**src/rtl/cdt_pkg.sv**
```systemverilog
// Purpose: shared constants for the port 0 lane timing override bank
// Assumes: 32-bit AXI4-Lite, one register per aligned word
// Notes: register index times four gives the byte address
package cdt_pkg;

  // six timing registers, one per lane timing parameter
  localparam int CDT_NUM_FIELDS = 6;
  localparam int CDT_VAL_W = 7;
  localparam int CDT_OV_BIT = 7;
  localparam int CDT_REG_W = 8;

  // register indices; byte address is index shifted left by two
  localparam logic [7:0] CDT_IDX_CLOCK_PREPARE = 8'h40;
  localparam logic [7:0] CDT_IDX_CLOCK_ZERO = 8'h41;
  localparam logic [7:0] CDT_IDX_CLOCK_TRAIL = 8'h42;
  localparam logic [7:0] CDT_IDX_CLOCK_POST = 8'h43;
  localparam logic [7:0] CDT_IDX_DATA_PREPARE = 8'h44;
  localparam logic [7:0] CDT_IDX_DATA_ZERO = 8'h45;
  localparam logic [7:0] CDT_IDX_LANE_RATE = 8'h50;
  localparam logic [7:0] CDT_IDX_STATUS = 8'h51;
  localparam int CDT_IDX_LSB = 2;
  localparam int CDT_IDX_W = 8;

  localparam logic [7:0] CDT_FIELD_IDX [CDT_NUM_FIELDS] = '{
    CDT_IDX_CLOCK_PREPARE, CDT_IDX_CLOCK_ZERO, CDT_IDX_CLOCK_TRAIL,
    CDT_IDX_CLOCK_POST, CDT_IDX_DATA_PREPARE, CDT_IDX_DATA_ZERO};

  // reset values, those of the 800 Mbps lane rate
  localparam logic [6:0] CDT_FIELD_RST [CDT_NUM_FIELDS] = '{
    7'h05, 7'h1B, 7'h0B, 7'h0A, 7'h06, 7'h0C};

  // selectable lane rates
  localparam int CDT_RATE_COUNT = 5;
  localparam int CDT_RATE_W = 3;
  localparam int CDT_RATE_MBPS [CDT_RATE_COUNT] = '{400, 800, 1200, 1500, 1600};
  localparam int CDT_BASE_RATE_MBPS = 800;
  localparam logic [2:0] CDT_RATE_RST = 3'h1;
  localparam logic [6:0] CDT_VAL_MAX = 7'h7F;

  // status register layout
  localparam int CDT_STAT_RATE_LSB = 8;

  // AXI responses
  localparam logic [1:0] CDT_RESP_OKAY = 2'h0;
  localparam logic [1:0] CDT_RESP_SLVERR = 2'h2;

endpackage

```
**src/rtl/cdt_rate_table.sv**
```systemverilog
// Purpose: automatic lane timing values for the selected lane rate
// Assumes: rate code already checked against the rate count
// Notes: values scale from the 800 Mbps set and round up
`timescale 1ns/1ns
`default_nettype none
module cdt_rate_table
  import cdt_pkg::*;
(
  input wire logic aclk,
  input wire logic aresetn,
  input wire logic [CDT_RATE_W-1:0] rate_code,
  output logic [CDT_RATE_W-1:0] rate_in_use_r,
  output logic [CDT_VAL_W-1:0] auto_val_r [CDT_NUM_FIELDS]
);

  // rounding up keeps each interval no shorter than the base value scaled
  function automatic logic [CDT_VAL_W-1:0] scale(input logic [CDT_VAL_W-1:0] base,
                                                 input int rate);
    int prod;
    prod = (int'(base) * rate + CDT_BASE_RATE_MBPS - 1) / CDT_BASE_RATE_MBPS;
    if (prod > int'(CDT_VAL_MAX)) begin
      return CDT_VAL_MAX;
    end
    return prod[CDT_VAL_W-1:0];
  endfunction

  // one registered lookup per field, recomputed on every rate change
  genvar i;
  generate
    for (i = 0; i < CDT_NUM_FIELDS; i++) begin : g_val
      always_ff @(posedge aclk) begin
        if (!aresetn) begin
          auto_val_r[i] <= CDT_FIELD_RST[i];
        end else begin
          auto_val_r[i] <= scale(CDT_FIELD_RST[i], CDT_RATE_MBPS[int'(rate_code)]);
        end
      end
    end
  endgenerate

  // rate whose values currently stand in auto_val_r
  always_ff @(posedge aclk) begin
    if (!aresetn) begin
      rate_in_use_r <= CDT_RATE_RST;
    end else begin
      rate_in_use_r <= rate_code;
    end
  end

endmodule // cdt_rate_table
`default_nettype wire

```
**src/rtl/cdt_timing_field.sv**
```systemverilog
// Purpose: one timing register, override flag plus 7-bit value
// Assumes: write enable already qualified by address and byte lane
// Notes: value_r always holds the value in use, auto or software
`timescale 1ns/1ns
`default_nettype none
module cdt_timing_field
  import cdt_pkg::*;
#(
  parameter logic [CDT_VAL_W-1:0] RESET_VAL = CDT_FIELD_RST[0]
) (
  input wire logic aclk,
  input wire logic aresetn,
  input wire logic wr_en,
  input wire logic [CDT_REG_W-1:0] wr_data,
  input wire logic [CDT_VAL_W-1:0] auto_val,
  output logic override_r,
  output logic [CDT_VAL_W-1:0] value_r
);

  logic override_nxt;
  logic [CDT_VAL_W-1:0] value_nxt;
  logic wr_set;

  // bits 6:0 only land while the written override bit is one
  assign wr_set = wr_en && wr_data[CDT_OV_BIT];
  assign override_nxt = wr_en ? wr_data[CDT_OV_BIT] : override_r;
  assign value_nxt = wr_set ? wr_data[CDT_VAL_W-1:0] :
                     (override_nxt ? value_r : auto_val);

  // tracking auto_val keeps reads and the lane on one flop
  always_ff @(posedge aclk) begin
    if (!aresetn) begin
      override_r <= 1'b0;
      value_r <= RESET_VAL;
    end else begin
      override_r <= override_nxt;
      value_r <= value_nxt;
    end
  end

endmodule // cdt_timing_field
`default_nettype wire

```
**src/rtl/cdt_top.sv**
```systemverilog
// Purpose: port 0 lane timing override register bank on AXI4-Lite
// Assumes: one clock, synchronous active-low reset, 32-bit data
// Notes: timing values leave on flops; unmapped addresses get SLVERR
// Behaviour
// clock prepare: auto unless override bit set
// clock zero: auto unless override bit set
// clock trail: auto unless override bit set
// clock post: auto unless override bit set
// data prepare: auto unless override bit set
// data zero: auto unless override bit set
// override clear: value read-only, shows auto
// override set: value is read/write storage
// reset values for 800 Mbps; rate recomputes
// all override bits reset to zero
// override set: read and lane use written
`timescale 1ns/1ns
`default_nettype none
module cdt_top
  import cdt_pkg::*;
#(
  parameter int ADDR_W = 12
) (
  input wire logic aclk,
  input wire logic aresetn,
  input wire logic [ADDR_W-1:0] s_axi_awaddr,
  input wire logic [2:0] s_axi_awprot,
  input wire logic s_axi_awvalid,
  output logic s_axi_awready,
  input wire logic [31:0] s_axi_wdata,
  input wire logic [3:0] s_axi_wstrb,
  input wire logic s_axi_wvalid,
  output logic s_axi_wready,
  output logic [1:0] s_axi_bresp,
  output logic s_axi_bvalid,
  input wire logic s_axi_bready,
  input wire logic [ADDR_W-1:0] s_axi_araddr,
  input wire logic [2:0] s_axi_arprot,
  input wire logic s_axi_arvalid,
  output logic s_axi_arready,
  output logic [31:0] s_axi_rdata,
  output logic [1:0] s_axi_rresp,
  output logic s_axi_rvalid,
  input wire logic s_axi_rready,
  output logic [CDT_VAL_W-1:0] clock_prepare_value,
  output logic [CDT_VAL_W-1:0] clock_zero_value,
  output logic [CDT_VAL_W-1:0] clock_trail_value,
  output logic [CDT_VAL_W-1:0] clock_post_value,
  output logic [CDT_VAL_W-1:0] data_prepare_value,
  output logic [CDT_VAL_W-1:0] data_zero_value,
  output logic [CDT_RATE_W-1:0] lane_rate_code
);

  // write channel states: address and data may come in either order
  typedef enum logic [1:0] {
    CDT_WR_IDLE = 2'b00,
    CDT_WR_ADDR = 2'b01,
    CDT_WR_DATA = 2'b10,
    CDT_WR_RESP = 2'b11
  } cdt_wr_state_e;

  typedef enum logic {
    CDT_RD_IDLE = 1'b0,
    CDT_RD_DATA = 1'b1
  } cdt_rd_state_e;

  cdt_wr_state_e wr_state_r;
  cdt_wr_state_e wr_state_nxt;
  cdt_rd_state_e rd_state_r;
  logic [ADDR_W-1:0] awaddr_r;
  logic [31:0] wdata_r;
  logic [3:0] wstrb_r;
  logic [1:0] bresp_r;
  logic [31:0] rdata_r;
  logic [1:0] rresp_r;
  logic [CDT_RATE_W-1:0] rate_sel_r;
  logic [CDT_RATE_W-1:0] rate_in_use;
  logic [CDT_VAL_W-1:0] auto_val [CDT_NUM_FIELDS];
  logic [CDT_VAL_W-1:0] field_val [CDT_NUM_FIELDS];
  logic [CDT_NUM_FIELDS-1:0] field_ov;
  logic [CDT_NUM_FIELDS-1:0] field_wr;
  logic [CDT_NUM_FIELDS-1:0] field_rd_hit;
  logic aw_hs;
  logic w_hs;
  logic ar_hs;
  logic do_write;
  logic [ADDR_W-1:0] wr_addr;
  logic [31:0] wr_data;
  logic [3:0] wr_strb;
  logic wr_mapped;
  logic rate_wr;
  logic rate_ok;
  logic rd_mapped;
  logic [31:0] rd_word;
  logic [31:0] field_word;
  // named decode terms, one set for the write path and one for the read path
  logic wr_lane_ok;
  logic wr_rate_hit;
  logic wr_stat_hit;
  logic rd_rate_hit;
  logic rd_stat_hit;
  logic [31:0] rate_word;
  logic [31:0] status_word;
  logic b_hs;
  logic r_hs;
  logic [1:0] wr_resp;
  logic [1:0] rd_resp;

  // address hits one register index; low two bits must be zero
  function automatic logic idx_hit(input logic [ADDR_W-1:0] addr,
                                   input logic [CDT_IDX_W-1:0] idx);
    logic [ADDR_W-1:0] want;
    want = ADDR_W'(idx) << CDT_IDX_LSB;
    return addr == want;
  endfunction

  // any of the six timing registers
  function automatic logic [CDT_NUM_FIELDS-1:0] field_hits(input logic [ADDR_W-1:0] addr);
    logic [CDT_NUM_FIELDS-1:0] hits;
    hits = '0;
    for (int k = 0; k < CDT_NUM_FIELDS; k++) begin
      hits[k] = idx_hit(addr, CDT_FIELD_IDX[k]);
    end
    return hits;
  endfunction

  // handshakes
  assign s_axi_awready = (wr_state_r == CDT_WR_IDLE) || (wr_state_r == CDT_WR_DATA);
  assign s_axi_wready = (wr_state_r == CDT_WR_IDLE) || (wr_state_r == CDT_WR_ADDR);
  assign s_axi_bvalid = (wr_state_r == CDT_WR_RESP);
  assign s_axi_bresp = bresp_r;
  assign s_axi_arready = (rd_state_r == CDT_RD_IDLE);
  assign s_axi_rvalid = (rd_state_r == CDT_RD_DATA);
  assign s_axi_rdata = rdata_r;
  assign s_axi_rresp = rresp_r;
  assign aw_hs = s_axi_awvalid && s_axi_awready;
  assign w_hs = s_axi_wvalid && s_axi_wready;
  assign ar_hs = s_axi_arvalid && s_axi_arready;
  // a beat on an answer channel ends the pending transfer
  assign b_hs = s_axi_bvalid && s_axi_bready;
  assign r_hs = s_axi_rvalid && s_axi_rready;

  // the write lands in the cycle its second half is taken
  assign do_write = (wr_state_r == CDT_WR_IDLE && aw_hs && w_hs) ||
                    (wr_state_r == CDT_WR_ADDR && w_hs) ||
                    (wr_state_r == CDT_WR_DATA && aw_hs);
  // a half taken now wins over the held copy
  assign wr_addr = aw_hs ? s_axi_awaddr : awaddr_r;
  assign wr_data = w_hs ? s_axi_wdata : wdata_r;
  assign wr_strb = w_hs ? s_axi_wstrb : wstrb_r;

  // write decode; only byte lane 0 carries register bits
  assign wr_lane_ok = do_write && wr_strb[0];
  assign wr_rate_hit = idx_hit(wr_addr, CDT_IDX_LANE_RATE);
  assign wr_stat_hit = idx_hit(wr_addr, CDT_IDX_STATUS);
  assign rate_wr = wr_lane_ok && wr_rate_hit;
  assign field_wr = wr_lane_ok ? field_hits(wr_addr) : '0;
  // the status word is read-only, yet a write to it still answers okay
  assign wr_mapped = (|field_hits(wr_addr)) || wr_rate_hit || wr_stat_hit;
  assign wr_resp = wr_mapped ? CDT_RESP_OKAY : CDT_RESP_SLVERR;
  // unsupported rate codes are dropped so the table never indexes past its end
  assign rate_ok = int'(wr_data[CDT_RATE_W-1:0]) < CDT_RATE_COUNT;

  // write channel next state
  always_comb begin
    wr_state_nxt = wr_state_r;
    unique case (wr_state_r)
      CDT_WR_IDLE: begin
        if (aw_hs && w_hs) begin
          wr_state_nxt = CDT_WR_RESP;
        end else if (aw_hs) begin
          wr_state_nxt = CDT_WR_ADDR;
        end else if (w_hs) begin
          wr_state_nxt = CDT_WR_DATA;
        end
      end
      CDT_WR_ADDR: begin
        if (w_hs) begin
          wr_state_nxt = CDT_WR_RESP;
        end
      end
      CDT_WR_DATA: begin
        if (aw_hs) begin
          wr_state_nxt = CDT_WR_RESP;
        end
      end
      CDT_WR_RESP: begin
        if (b_hs) begin
          wr_state_nxt = CDT_WR_IDLE;
        end
      end
    endcase
  end

  // write channel state and held halves
  always_ff @(posedge aclk) begin
    if (!aresetn) begin
      wr_state_r <= CDT_WR_IDLE;
      awaddr_r <= '0;
      wdata_r <= '0;
      wstrb_r <= '0;
      bresp_r <= CDT_RESP_OKAY;
    end else begin
      wr_state_r <= wr_state_nxt;
      if (aw_hs) begin
        awaddr_r <= s_axi_awaddr;
      end
      if (w_hs) begin
        wdata_r <= s_axi_wdata;
        wstrb_r <= s_axi_wstrb;
      end
      if (do_write) begin
        bresp_r <= wr_resp;
      end
    end
  end

  // lane rate select; a change retriggers the automatic values
  always_ff @(posedge aclk) begin
    if (!aresetn) begin
      rate_sel_r <= CDT_RATE_RST;
    end else if (rate_wr && rate_ok) begin
      rate_sel_r <= wr_data[CDT_RATE_W-1:0];
    end
  end

  // auto values trail the rate register by one cycle
  cdt_rate_table u_rate_table (
    .aclk(aclk),
    .aresetn(aresetn),
    .rate_code(rate_sel_r),
    .rate_in_use_r(rate_in_use),
    .auto_val_r(auto_val)
  );

  // six identical override fields, one per timing parameter
  genvar i;
  generate
    for (i = 0; i < CDT_NUM_FIELDS; i++) begin : g_field
      cdt_timing_field #(
        .RESET_VAL(CDT_FIELD_RST[i])
      ) u_field (
        .aclk(aclk),
        .aresetn(aresetn),
        .wr_en(field_wr[i]),
        .wr_data(wr_data[CDT_REG_W-1:0]),
        .auto_val(auto_val[i]),
        .override_r(field_ov[i]),
        .value_r(field_val[i])
      );
    end
  endgenerate

  // values applied to the lanes, from the field flops
  assign clock_prepare_value = field_val[0];
  assign clock_zero_value = field_val[1];
  assign clock_trail_value = field_val[2];
  assign clock_post_value = field_val[3];
  assign data_prepare_value = field_val[4];
  assign data_zero_value = field_val[5];
  assign lane_rate_code = rate_in_use;

  // read mux; at most one field hits, so an or-reduce is safe
  assign field_rd_hit = field_hits(s_axi_araddr);
  always_comb begin
    field_word = '0;
    for (int k = 0; k < CDT_NUM_FIELDS; k++) begin
      if (field_rd_hit[k]) begin
        field_word = field_word | 32'({field_ov[k], field_val[k]});
      end
    end
  end

  // read decode; the rate register shows the selected code, status the code in use
  assign rd_rate_hit = idx_hit(s_axi_araddr, CDT_IDX_LANE_RATE);
  assign rd_stat_hit = idx_hit(s_axi_araddr, CDT_IDX_STATUS);
  assign rd_mapped = (|field_rd_hit) || rd_rate_hit || rd_stat_hit;
  assign rd_resp = rd_mapped ? CDT_RESP_OKAY : CDT_RESP_SLVERR;
  assign rate_word = 32'(rate_sel_r);
  assign status_word = 32'(field_ov) | (32'(rate_in_use) << CDT_STAT_RATE_LSB);
  // unmapped reads return zero beside the error response
  assign rd_word = (|field_rd_hit) ? field_word :
                   rd_rate_hit ? rate_word :
                   rd_stat_hit ? status_word :
                   32'h0000_0000;

  // read channel: data captured when the address is taken
  always_ff @(posedge aclk) begin
    if (!aresetn) begin
      rd_state_r <= CDT_RD_IDLE;
      rdata_r <= '0;
      rresp_r <= CDT_RESP_OKAY;
    end else if (ar_hs) begin
      rd_state_r <= CDT_RD_DATA;
      rdata_r <= rd_word;
      rresp_r <= rd_resp;
    end else if (r_hs) begin
      rd_state_r <= CDT_RD_IDLE;
    end
  end

endmodule // cdt_top
`default_nettype wire

```
**config.mk**
```make
export PLATFORM = sky130hd
export DESIGN_NAME = cdt_top
export DESIGN_NICKNAME = d
export VERILOG_FILES = /design/src/rtl/cdt_pkg.sv /design/src/rtl/cdt_rate_table.sv /design/src/rtl/cdt_timing_field.sv /design/src/rtl/cdt_top.sv
export SDC_FILE = /design/constraint.sdc
export NUM_CORES = 1
export LEC_CHECK = 0
export BUFFER_PORTS_ARGS = -buffer_cell sky130_fd_sc_hd__buf_4
export CAP_MARGIN = 20
export CORE_ASPECT_RATIO = 1.75
export CORE_MARGIN = 2
export CORE_UTILIZATION = 46
export DETAILED_ROUTE_END_ITERATION = 10
export PLACE_DENSITY_LB_ADDON = 0.25
export SLEW_MARGIN = 25
export SYNTH_ARGS = -nofsm -noshare
export SYNTH_HDL_FRONTEND = slang
export SYNTH_SLANG_ARGS = --single-unit
```
**constraint.sdc**
```tcl
create_clock -name aclk -period 10.6 [get_ports aclk]
set_input_delay 0 -clock aclk [delete_from_list [all_inputs] [get_ports aclk]]
set_output_delay 0 -clock aclk [all_outputs]
set_load 0.01 [all_outputs]
```
* After elaboration in Yosys (flattened, before gate mapping)
Memories as Yosys holds them, arrays and structs flattened.
Cells that the tools add are included.
** Cells by class
- Add/subtract/negate cells :: 12
- $mul :: 6
- Div/mod/pow operators :: 6
- $lt $le $gt $ge :: 8
- Equal/unequal tests :: 29
- Mux-type cells :: 68
- Bitwise gates (word level) :: 8
- Reductions and logical operators :: 32
** Operators with widths (count)
- 32-bit two-way mux :: 8
- 32-bit by 11-bit adder with 32-bit output, second input constant :: 6
- 32-bit by 11-bit divider with 32-bit output, second input constant :: 6
- 12-bit by 9-bit == test with 1-bit output, second input constant :: 16
- 32-bit by 8-bit greater-than comparator with 1-bit output, second input constant :: 6
- 32-bit by 2-bit subtractor with 32-bit output, second input constant :: 6
- 7-bit two-way mux :: 24
- 32-bit by 8-bit bitwise OR with 32-bit output :: 5
- 32-bit by 4-bit >= comparator with 1-bit output, second input constant :: 1
- 3-bit by 32-bit multiplier with 30-bit output, first input constant :: 1
- 3-bit by 32-bit multiplier with 31-bit output, first input constant :: 1
- 4-bit by 32-bit multiplier with 31-bit output, first input constant :: 1
- 4-bit by 32-bit multiplier with 32-bit output, first input constant :: 1
- 5-bit by 32-bit multiplier with 32-bit output, first input constant :: 1
- 6-bit by 32-bit multiplier with 32-bit output, first input constant :: 1
- 3-bit inverter with 32-bit output :: 1
- 11-bit two-way mux :: 2
- 1-bit two-way mux :: 21
- 1-bit logical AND :: 19
- 2-bit two-way mux :: 8
- 8-bit two-way mux :: 2
- 2-bit inequality test, second input constant :: 8
- 12-bit two-way mux :: 1
- 6-bit OR reduction :: 2
- other kinds (13) :: 21
** Word-level totals
- Register bits :: 156
- ROM bits :: 256
- Output and inout port bits :: 86
- Logic and storage cells :: 198
- Memories :: 1
** Memory list
- (no name shown) :: words 8, width 32, read ports 1, clocked after Yosys merged registers in 0, write ports 0, RTL line cdt_rate_table.sv:35 : auto_val_r[i] <= scale(CDT_FIELD_RST[i], CDT_RATE_MBPS[int'(rate_code)]);

* Depth between registers and ports, before layout
- Depth after elaboration :: 13
- Depth in mapped cells :: 42
- Mapped depth without buffers :: 36

* By module
A second synthesis with hierarchy kept.
** Second synthesis, totals
- Cells, all modules :: 1789
- Area total of the unflattened synthesis :: 13872.1 um^2
** Modules (own cells, without submodules)
- cdt_rate_table :: instances 1, cells each 1244, area an instance 9038.7 um^2, sequential area each 820.8 um^2
- cdt_top :: instances 1, cells each 328, area an instance 2673.8 um^2, sequential area each 800.8 um^2
- cdt_timing_field at g_field[3].u_field :: instances 1, cells each 36, area an instance 375.4 um^2, sequential area each 160.2 um^2
- cdt_timing_field at g_field[2].u_field :: instances 1, cells each 36, area an instance 372.9 um^2, sequential area each 160.2 um^2
- cdt_timing_field at g_field[5].u_field :: instances 1, cells each 37, area an instance 369.1 um^2, sequential area each 160.2 um^2
- cdt_timing_field at g_field[1].u_field :: instances 1, cells each 37, area an instance 364.1 um^2, sequential area each 160.2 um^2
- cdt_timing_field at g_field[4].u_field :: instances 1, cells each 36, area an instance 342.8 um^2, sequential area each 160.2 um^2
- cdt_timing_field at g_field[0].u_field :: instances 1, cells each 35, area an instance 335.3 um^2, sequential area each 160.2 um^2

* Worst setup path after synthesis
No wires, ideal clock.
- Path type :: register to register
- From :: reg rate_sel_r[0]
- To :: reg u_rate_table.auto_val_r[28] (netlist name)
- Setup time :: 0.129 ns
- Arrival :: 9.860 ns
- Data required time :: 10.471 ns
- Slack :: 0.611 ns
- Stages on the path, launching flop included :: 39
- Path buffers :: 9
- Clock period less this slack :: 9.989 ns
- Cell sequence :: dfxtp_1 buf_2 nor2_1 clkbuf_1 clkbuf_1 buf_1 buf_1 clkbuf_1 clkbuf_1 xnor2_1 fa_1 inv_1 fa_1 ha_1 clkbuf_1 nand2_1 a2111oi_4 a2111oi_4 (+3 left out) a311oi_1 or4_1 buf_2 a41oi_4 mux2_4 nor3b_4 o32a_2 nor2_2 inv_1 ha_1 or2_2 o311ai_0 o21ai_0 inv_1 ha_1 a211o_1 a221oi_2 o211ai_1
** Between the ends
- Cells in the longest elaborated chain, start to end :: 12
** RTL lines
- start: declaration :: RTL line cdt_top.sv:75 : logic [CDT_RATE_W-1:0] rate_sel_r;
- start signal: assignment :: RTL line cdt_top.sv:222 : rate_sel_r <= wr_data[CDT_RATE_W-1:0];
- 3-bit inverter with 32-bit output (not written as such) * :: RTL line cdt_rate_table.sv:35
- memory 8 x 32 bit *
- 32-bit two-way mux * (2 in a row)
- 6-bit by 32-bit multiplier with 32-bit output * :: RTL line cdt_rate_table.sv:20 : prod = (int'(base) * rate + CDT_BASE_RATE_MBPS - 1) / CDT_BASE_RATE_MBPS;
- 32-bit by 11-bit adder with 32-bit output * :: RTL line cdt_rate_table.sv:20
- 32-bit by 2-bit subtractor with 32-bit output * :: RTL line cdt_rate_table.sv:20
- 32-bit by 11-bit divider with 32-bit output * :: RTL line cdt_rate_table.sv:20
- 32-bit by 8-bit greater-than comparator with 1-bit output :: RTL line cdt_rate_table.sv:21 : if (prod > int'(CDT_VAL_MAX)) begin
- 1-bit two-way mux :: RTL line cdt_rate_table.sv:21
- 1-bit two-way mux :: RTL line cdt_rate_table.sv:32 : if (!aresetn) begin
- 7-bit two-way mux * :: RTL line cdt_rate_table.sv:24 : return prod[CDT_VAL_W-1:0];
- end signal: indexed assignment :: RTL line cdt_rate_table.sv:33 : auto_val_r[i] <= CDT_FIELD_RST[i];
- end signal: indexed assignment :: RTL line cdt_rate_table.sv:35
- end: declaration :: RTL line cdt_rate_table.sv:13 : output logic [CDT_VAL_W-1:0] auto_val_r [CDT_NUM_FIELDS]
Every way passes the cells marked *; elsewhere a longest branch is shown, timed or not. The select of a mux whose other input is x is not followed.
A chain may end at the register's enable or synchronous reset.

* Worst setup path after layout
- From :: reg rate_sel_r[1]
- To :: reg u_rate_table.auto_val_r[28] (netlist name)
The elaborated chain is that of the path after synthesis.

==> results.txt <==
----------------------------------------------------
[Detailed routing]
  Detailed-routed wire length on met3 ... 2.08 mm
  Vias after detailed routing ... 14.5k
  Routed WL ... 45.6 mm
  Detailed-route wire length on metal 1 ... 15.8 mm
  Met2 WL ... 23.9 mm
  Residual DRC count ... 0
  Pre-Repair DR Iteration Count ... 8
  Routed len/inst ... 19.4 um
  Number of DRC markers after the initial detailed-route iteration ... 674
  Post-route ant nets ... 0
  Uppermost signal routing layer after detailed routing ... met4
  Vias per inst ... 6.16

[Die]
  Ports placed on the boundary ... 159
  Die W ... 134 um
  Number of cell rows ... 83
  Effective utilization at floorplan ... 0.467
  Die Area ... 31100 um2
  Core Box Area ... 29300 um2
  Overall die height ... 232 um

[Final layout]
  Sequential standard cell area ... 2580 um2
  Post-layout net count ... 2137
  Fraction of final layout cells sized beyond drive strength 1 ... 0.125
  Area delta synth->final ... 14.3%
  Multi-input logic area ... 10400 um2
  Fill cell instance count of the final layout ... 2901
  Antenna cell count ... 0
  Cell area after layout ... 15600 um2
  Finished Core Util ... 0.533

[Logic synthesis]
  Gate count of the mapped netlist ... 1856
  Fraction of synthesis flops using an asynchronous set or reset pin ... 0
  Yosys warns ... 0
  Average cell area after synthesis ... 7.36 um2
  Main synth FF type ... sky130_fd_sc_hd__dfxtp_1
  Number of flops mapped to enable cells by yosys ... 0
  Count of cell types in the netlist ... 109
  Flops & latches, synth ... 129
  Sequential fraction of the synthesis area ... 0.189
  Post-Syn Area ... 13700 um2

[STA]
  Worst slew pin tran ... 1.06 ns
  Maximum achievable frequency ... 101 MHz
  Slew headroom ... 0.274
  Post-route setup TNS ... 0 ns
  Final critical path time including I/O delays and setup ... 9.87 ns
  Max Transition Viols Final ... 0
  Final period util ... 0.931
  Final setup vio count ... 0
  Clock Skews ... 0.00748 ns
  RSZ-0062 raised after global routing ... false
  Smallest hold slack ... 0.000262 ns
  Number of failing hold endpoints at the final stage ... 0

[Critical path]
  Required time at the endpoint of the critical path ... 10.91 ns
  CP max FO ... 13
  Worst reg-to-reg setup slack ... 0.73 ns
  R2R Path End ... u_rate_table.auto_val_r[28]$_SDFF_PN1_
  Register-to-Register Path Depth ... 32
  Maximum single-stage delay on the critical path ... 0.68 ns
  R2r startpoint ... rate_sel_r[1]$_SDFFE_PN0P_
  Buf/Inv on CP ... 3
  Critical Path Sink Type ... flop
  Crit path launch type ... flop
  Type of the worst setup path ... reg2reg
  Critical Path Slowest Stage Cell ... sky130_fd_sc_hd__or4_1
  Cell seen most often among critical-path stages ... sky130_fd_sc_hd__ha_1
  Arrival @ worst endpoint ... 10.18 ns
  Cell family with the largest share of critical-path delay ... compound AO/OA/AOI/OAI gates

[Clocking]
  Clock sink count ... 129
  CTS Buffer Depth ... 2
  Post-CTS setup-driven buffer insertion count ... 0
  H-tree depth ... 4
  Clock-pin slew of the registers on the worst-case setup and hold paths ... 0.06 ns
  Resized cells post-CTS ... 0
  Clock tree from TritonCTS ... built
  Hold bufs inserted after CTS ... 17
  Buffer type at the clock tree root ... sky130_fd_sc_hd__clkbuf_16
  Inserted Clock Buffers ... 17
  Latest clock arrival within the worst-skew pair ... 0.43 ns

[Run status]
  Status ... completed

[Placed design]
  Number of buffers added on ports ... 102
  Half-perimeter wire length after placement ... 35.3 mm
  Instance area after placement ... 14800 um2
  Final weighted congestion in routability-driven placement ... 1.05

[Run]
  MaxCap Viol Count ... 0

[GRT]
  Number of antenna violations at the first check in global routing ... 0
  First-pass GRT wire length ... 72.2 mm
  Total grt overflow ... 0
  All-Layer GR Usage ... 0.288
  Maximum number of pins on one net before global-route repair ... 68
  Number of global-route vias before repair ... 14.2k

[Pwr]
  Leakage power ... 0.00654 uW
  PwrDens ... 93.9 nW/um2
  VDD IR max ... 157 uV

[Hold path]
  Hold Path Sink ... wdata_r[6]$_SDFF_PN0_
  Worst hold path class ... in2reg
  Min-Delay Path Depth ... 4
  Hold_sp ... s_axi_wdata[6]

----------------------------------------------------
[worst reg2reg max path: cells and delay by family, from the launching register on]
kind / cells / cell delay, ns
fa+ha+maj: 8 / 2.63
flops: 1 / 0.51
mux: 1 / 0.36
buf+inv: 3 / 0.35
simple gates: 8 / 2.35
compound gates: 11 / 3.25
xor+xnor: 1 / 0.28
[cells in the final DEF (no fill, tap or decap), types with 9 or more instances in the layout]
cell	instances
sky130_fd_sc_hd__and3_1	18
sky130_fd_sc_hd__o2111ai_1	11
sky130_fd_sc_hd__or3_1	29
sky130_fd_sc_hd__nand3_1	48
sky130_fd_sc_hd__nand3b_1	11
sky130_fd_sc_hd__buf_4	145
sky130_fd_sc_hd__o22ai_1	14
sky130_fd_sc_hd__a211o_1	10
sky130_fd_sc_hd__o21a_1	25
sky130_fd_sc_hd__inv_1	80
sky130_fd_sc_hd__fa_1	17
sky130_fd_sc_hd__nor2_1	216
sky130_fd_sc_hd__o31ai_1	9
sky130_fd_sc_hd__conb_1	25
sky130_fd_sc_hd__dfxtp_1	129
sky130_fd_sc_hd__a211oi_1	31
sky130_fd_sc_hd__a21oi_1	163
sky130_fd_sc_hd__o211ai_1	34
sky130_fd_sc_hd__a31oi_1	27
sky130_fd_sc_hd__or2_2	22
sky130_fd_sc_hd__clkbuf_16	17
sky130_fd_sc_hd__nand2b_1	20
sky130_fd_sc_hd__nor4_1	10
sky130_fd_sc_hd__xnor2_1	57
sky130_fd_sc_hd__a22oi_1	11
sky130_fd_sc_hd__o21ai_0	99
sky130_fd_sc_hd__dlygate4sd3_1	17
sky130_fd_sc_hd__a21o_1	20
sky130_fd_sc_hd__mux2i_1	39
sky130_fd_sc_hd__nor3_1	62
sky130_fd_sc_hd__xor2_1	23
sky130_fd_sc_hd__and2_1	27
sky130_fd_sc_hd__nand2_1	170
sky130_fd_sc_hd__a221oi_1	10
sky130_fd_sc_hd__ha_1	93
sky130_fd_sc_hd__nand4_1	14
sky130_fd_sc_hd__nor2b_1	12
[registers in the layout (all words and copies together) (netlist names)]
signal	cells
g_field.u_field.override_r	6
s_axi_rdata	11
wr_state_r	2
s_axi_rresp	1
u_rate_table.rate_in_use_r	3
rate_sel_r	3
g_field.u_field.value_r	42
u_rate_table.auto_val_r	38
s_axi_rvalid	1
wdata_r	8
s_axi_bresp	1
wstrb_r	1
awaddr_r	12
[cells by family (layout without fill, tap and decap cells)]
family	Yosys count	count (layout)	synth area share
adder cells (fa/ha/maj)	111	111	0.111
multiplexers	48	48	0.0361
AND/OR/NAND/NOR	694	694	0.247
AO/OA/AOI/OAI	600	600	0.303
buffers and inverters	192	279	0.0610
XOR/XNOR	81	81	0.0529
other	1	25	0.000274
flip-flops	129	129	0.189
[synthesized netlist by cell type (8+ instances only)]
cell	count	area share
sky130_fd_sc_hd__a211o_1	10	0.0064
sky130_fd_sc_hd__a211oi_1	31	0.017
sky130_fd_sc_hd__a21boi_0	8	0.0044
sky130_fd_sc_hd__a21o_1	20	0.011
sky130_fd_sc_hd__a21oi_1	163	0.060
sky130_fd_sc_hd__a221oi_1	10	0.0064
sky130_fd_sc_hd__a22oi_1	11	0.0060
sky130_fd_sc_hd__a31oi_1	27	0.012
sky130_fd_sc_hd__and2_1	26	0.012
sky130_fd_sc_hd__and3_1	18	0.0082
sky130_fd_sc_hd__buf_2	8	0.0029
sky130_fd_sc_hd__buf_4	23	0.013
sky130_fd_sc_hd__clkbuf_1	67	0.018
sky130_fd_sc_hd__dfxtp_1	129	0.19
sky130_fd_sc_hd__fa_1	17	0.025
sky130_fd_sc_hd__ha_1	93	0.085
sky130_fd_sc_hd__inv_1	81	0.022
sky130_fd_sc_hd__mux2i_1	41	0.030
sky130_fd_sc_hd__nand2_1	170	0.047
sky130_fd_sc_hd__nand2b_1	20	0.0092
sky130_fd_sc_hd__nand3_1	48	0.018
sky130_fd_sc_hd__nand3b_1	11	0.0060
sky130_fd_sc_hd__nand4_1	14	0.0064
sky130_fd_sc_hd__nor2_1	217	0.060
sky130_fd_sc_hd__nor2b_1	13	0.0060
sky130_fd_sc_hd__nor3_1	63	0.023
sky130_fd_sc_hd__nor4_1	10	0.0046
sky130_fd_sc_hd__o2111ai_1	11	0.0071
sky130_fd_sc_hd__o211ai_1	34	0.019
sky130_fd_sc_hd__o21a_1	25	0.014
sky130_fd_sc_hd__o21ai_0	99	0.036
sky130_fd_sc_hd__o21bai_1	8	0.0044
sky130_fd_sc_hd__o22ai_1	14	0.0064
sky130_fd_sc_hd__o31ai_1	9	0.0049
sky130_fd_sc_hd__or2_2	22	0.010
sky130_fd_sc_hd__or3_1	29	0.013
sky130_fd_sc_hd__xnor2_1	57	0.037
sky130_fd_sc_hd__xor2_1	23	0.015
[through the flow]
stage / instances / setup WS [ns] / total power (uW)
final: 2349 / 0.730 / 1470
after global routing: 2349 / 0.0624 / 1520
after CTS: 2349 / 0.753 / 1460
after detailed placement: 2300 / 0.786 / 857
after global placement: 2300 / 0.974 / 848
after floorplan: 1880 / 0.611 / 747
[per-layer routing]
layer,global-route usage,vias to the layer above
li1,-,6986
met1,0.268,6795
met2,0.551,489
met3,0.0445,199
met4,0.221,0
met5,0,-
[worst max path at each step]
stage                                          start                                endpoint  slack (ns)  cells after the start
after floorplan           rate_sel_r[0]$_SDFFE_PN1P_  u_rate_table.auto_val_r[28]$_SDFF_PN1_        0.61                     38
after global placement    rate_sel_r[1]$_SDFFE_PN0P_  u_rate_table.auto_val_r[28]$_SDFF_PN1_        0.97                     32
after detailed placement  rate_sel_r[1]$_SDFFE_PN0P_  u_rate_table.auto_val_r[28]$_SDFF_PN1_        0.79                     32
after CTS                 rate_sel_r[1]$_SDFFE_PN0P_  u_rate_table.auto_val_r[28]$_SDFF_PN1_        0.75                     32
after global routing      rate_sel_r[1]$_SDFFE_PN0P_  u_rate_table.auto_val_r[28]$_SDFF_PN1_        0.06                     31
final                     rate_sel_r[1]$_SDFFE_PN0P_  u_rate_table.auto_val_r[28]$_SDFF_PN1_        0.73                     32
[layout make-up]
type / count / share of cell area
multi-input combinational: 1559 / 0.664
sequential: 129 / 0.165
timing repair buffer: 162 / 0.0806
tap: 382 / 0.0306
clock buffer: 18 / 0.0275
inverter: 85 / 0.0204
clock inverter: 14 / 0.0115
[where the power goes]
group / switching [uW] / internal [uW] / total (uW)
logic: 208 / 126 / 333
clock network: 231 / 373 / 604
registers: 15.8 / 513 / 529
Note: power is estimated with default switching activity, not from simulation.
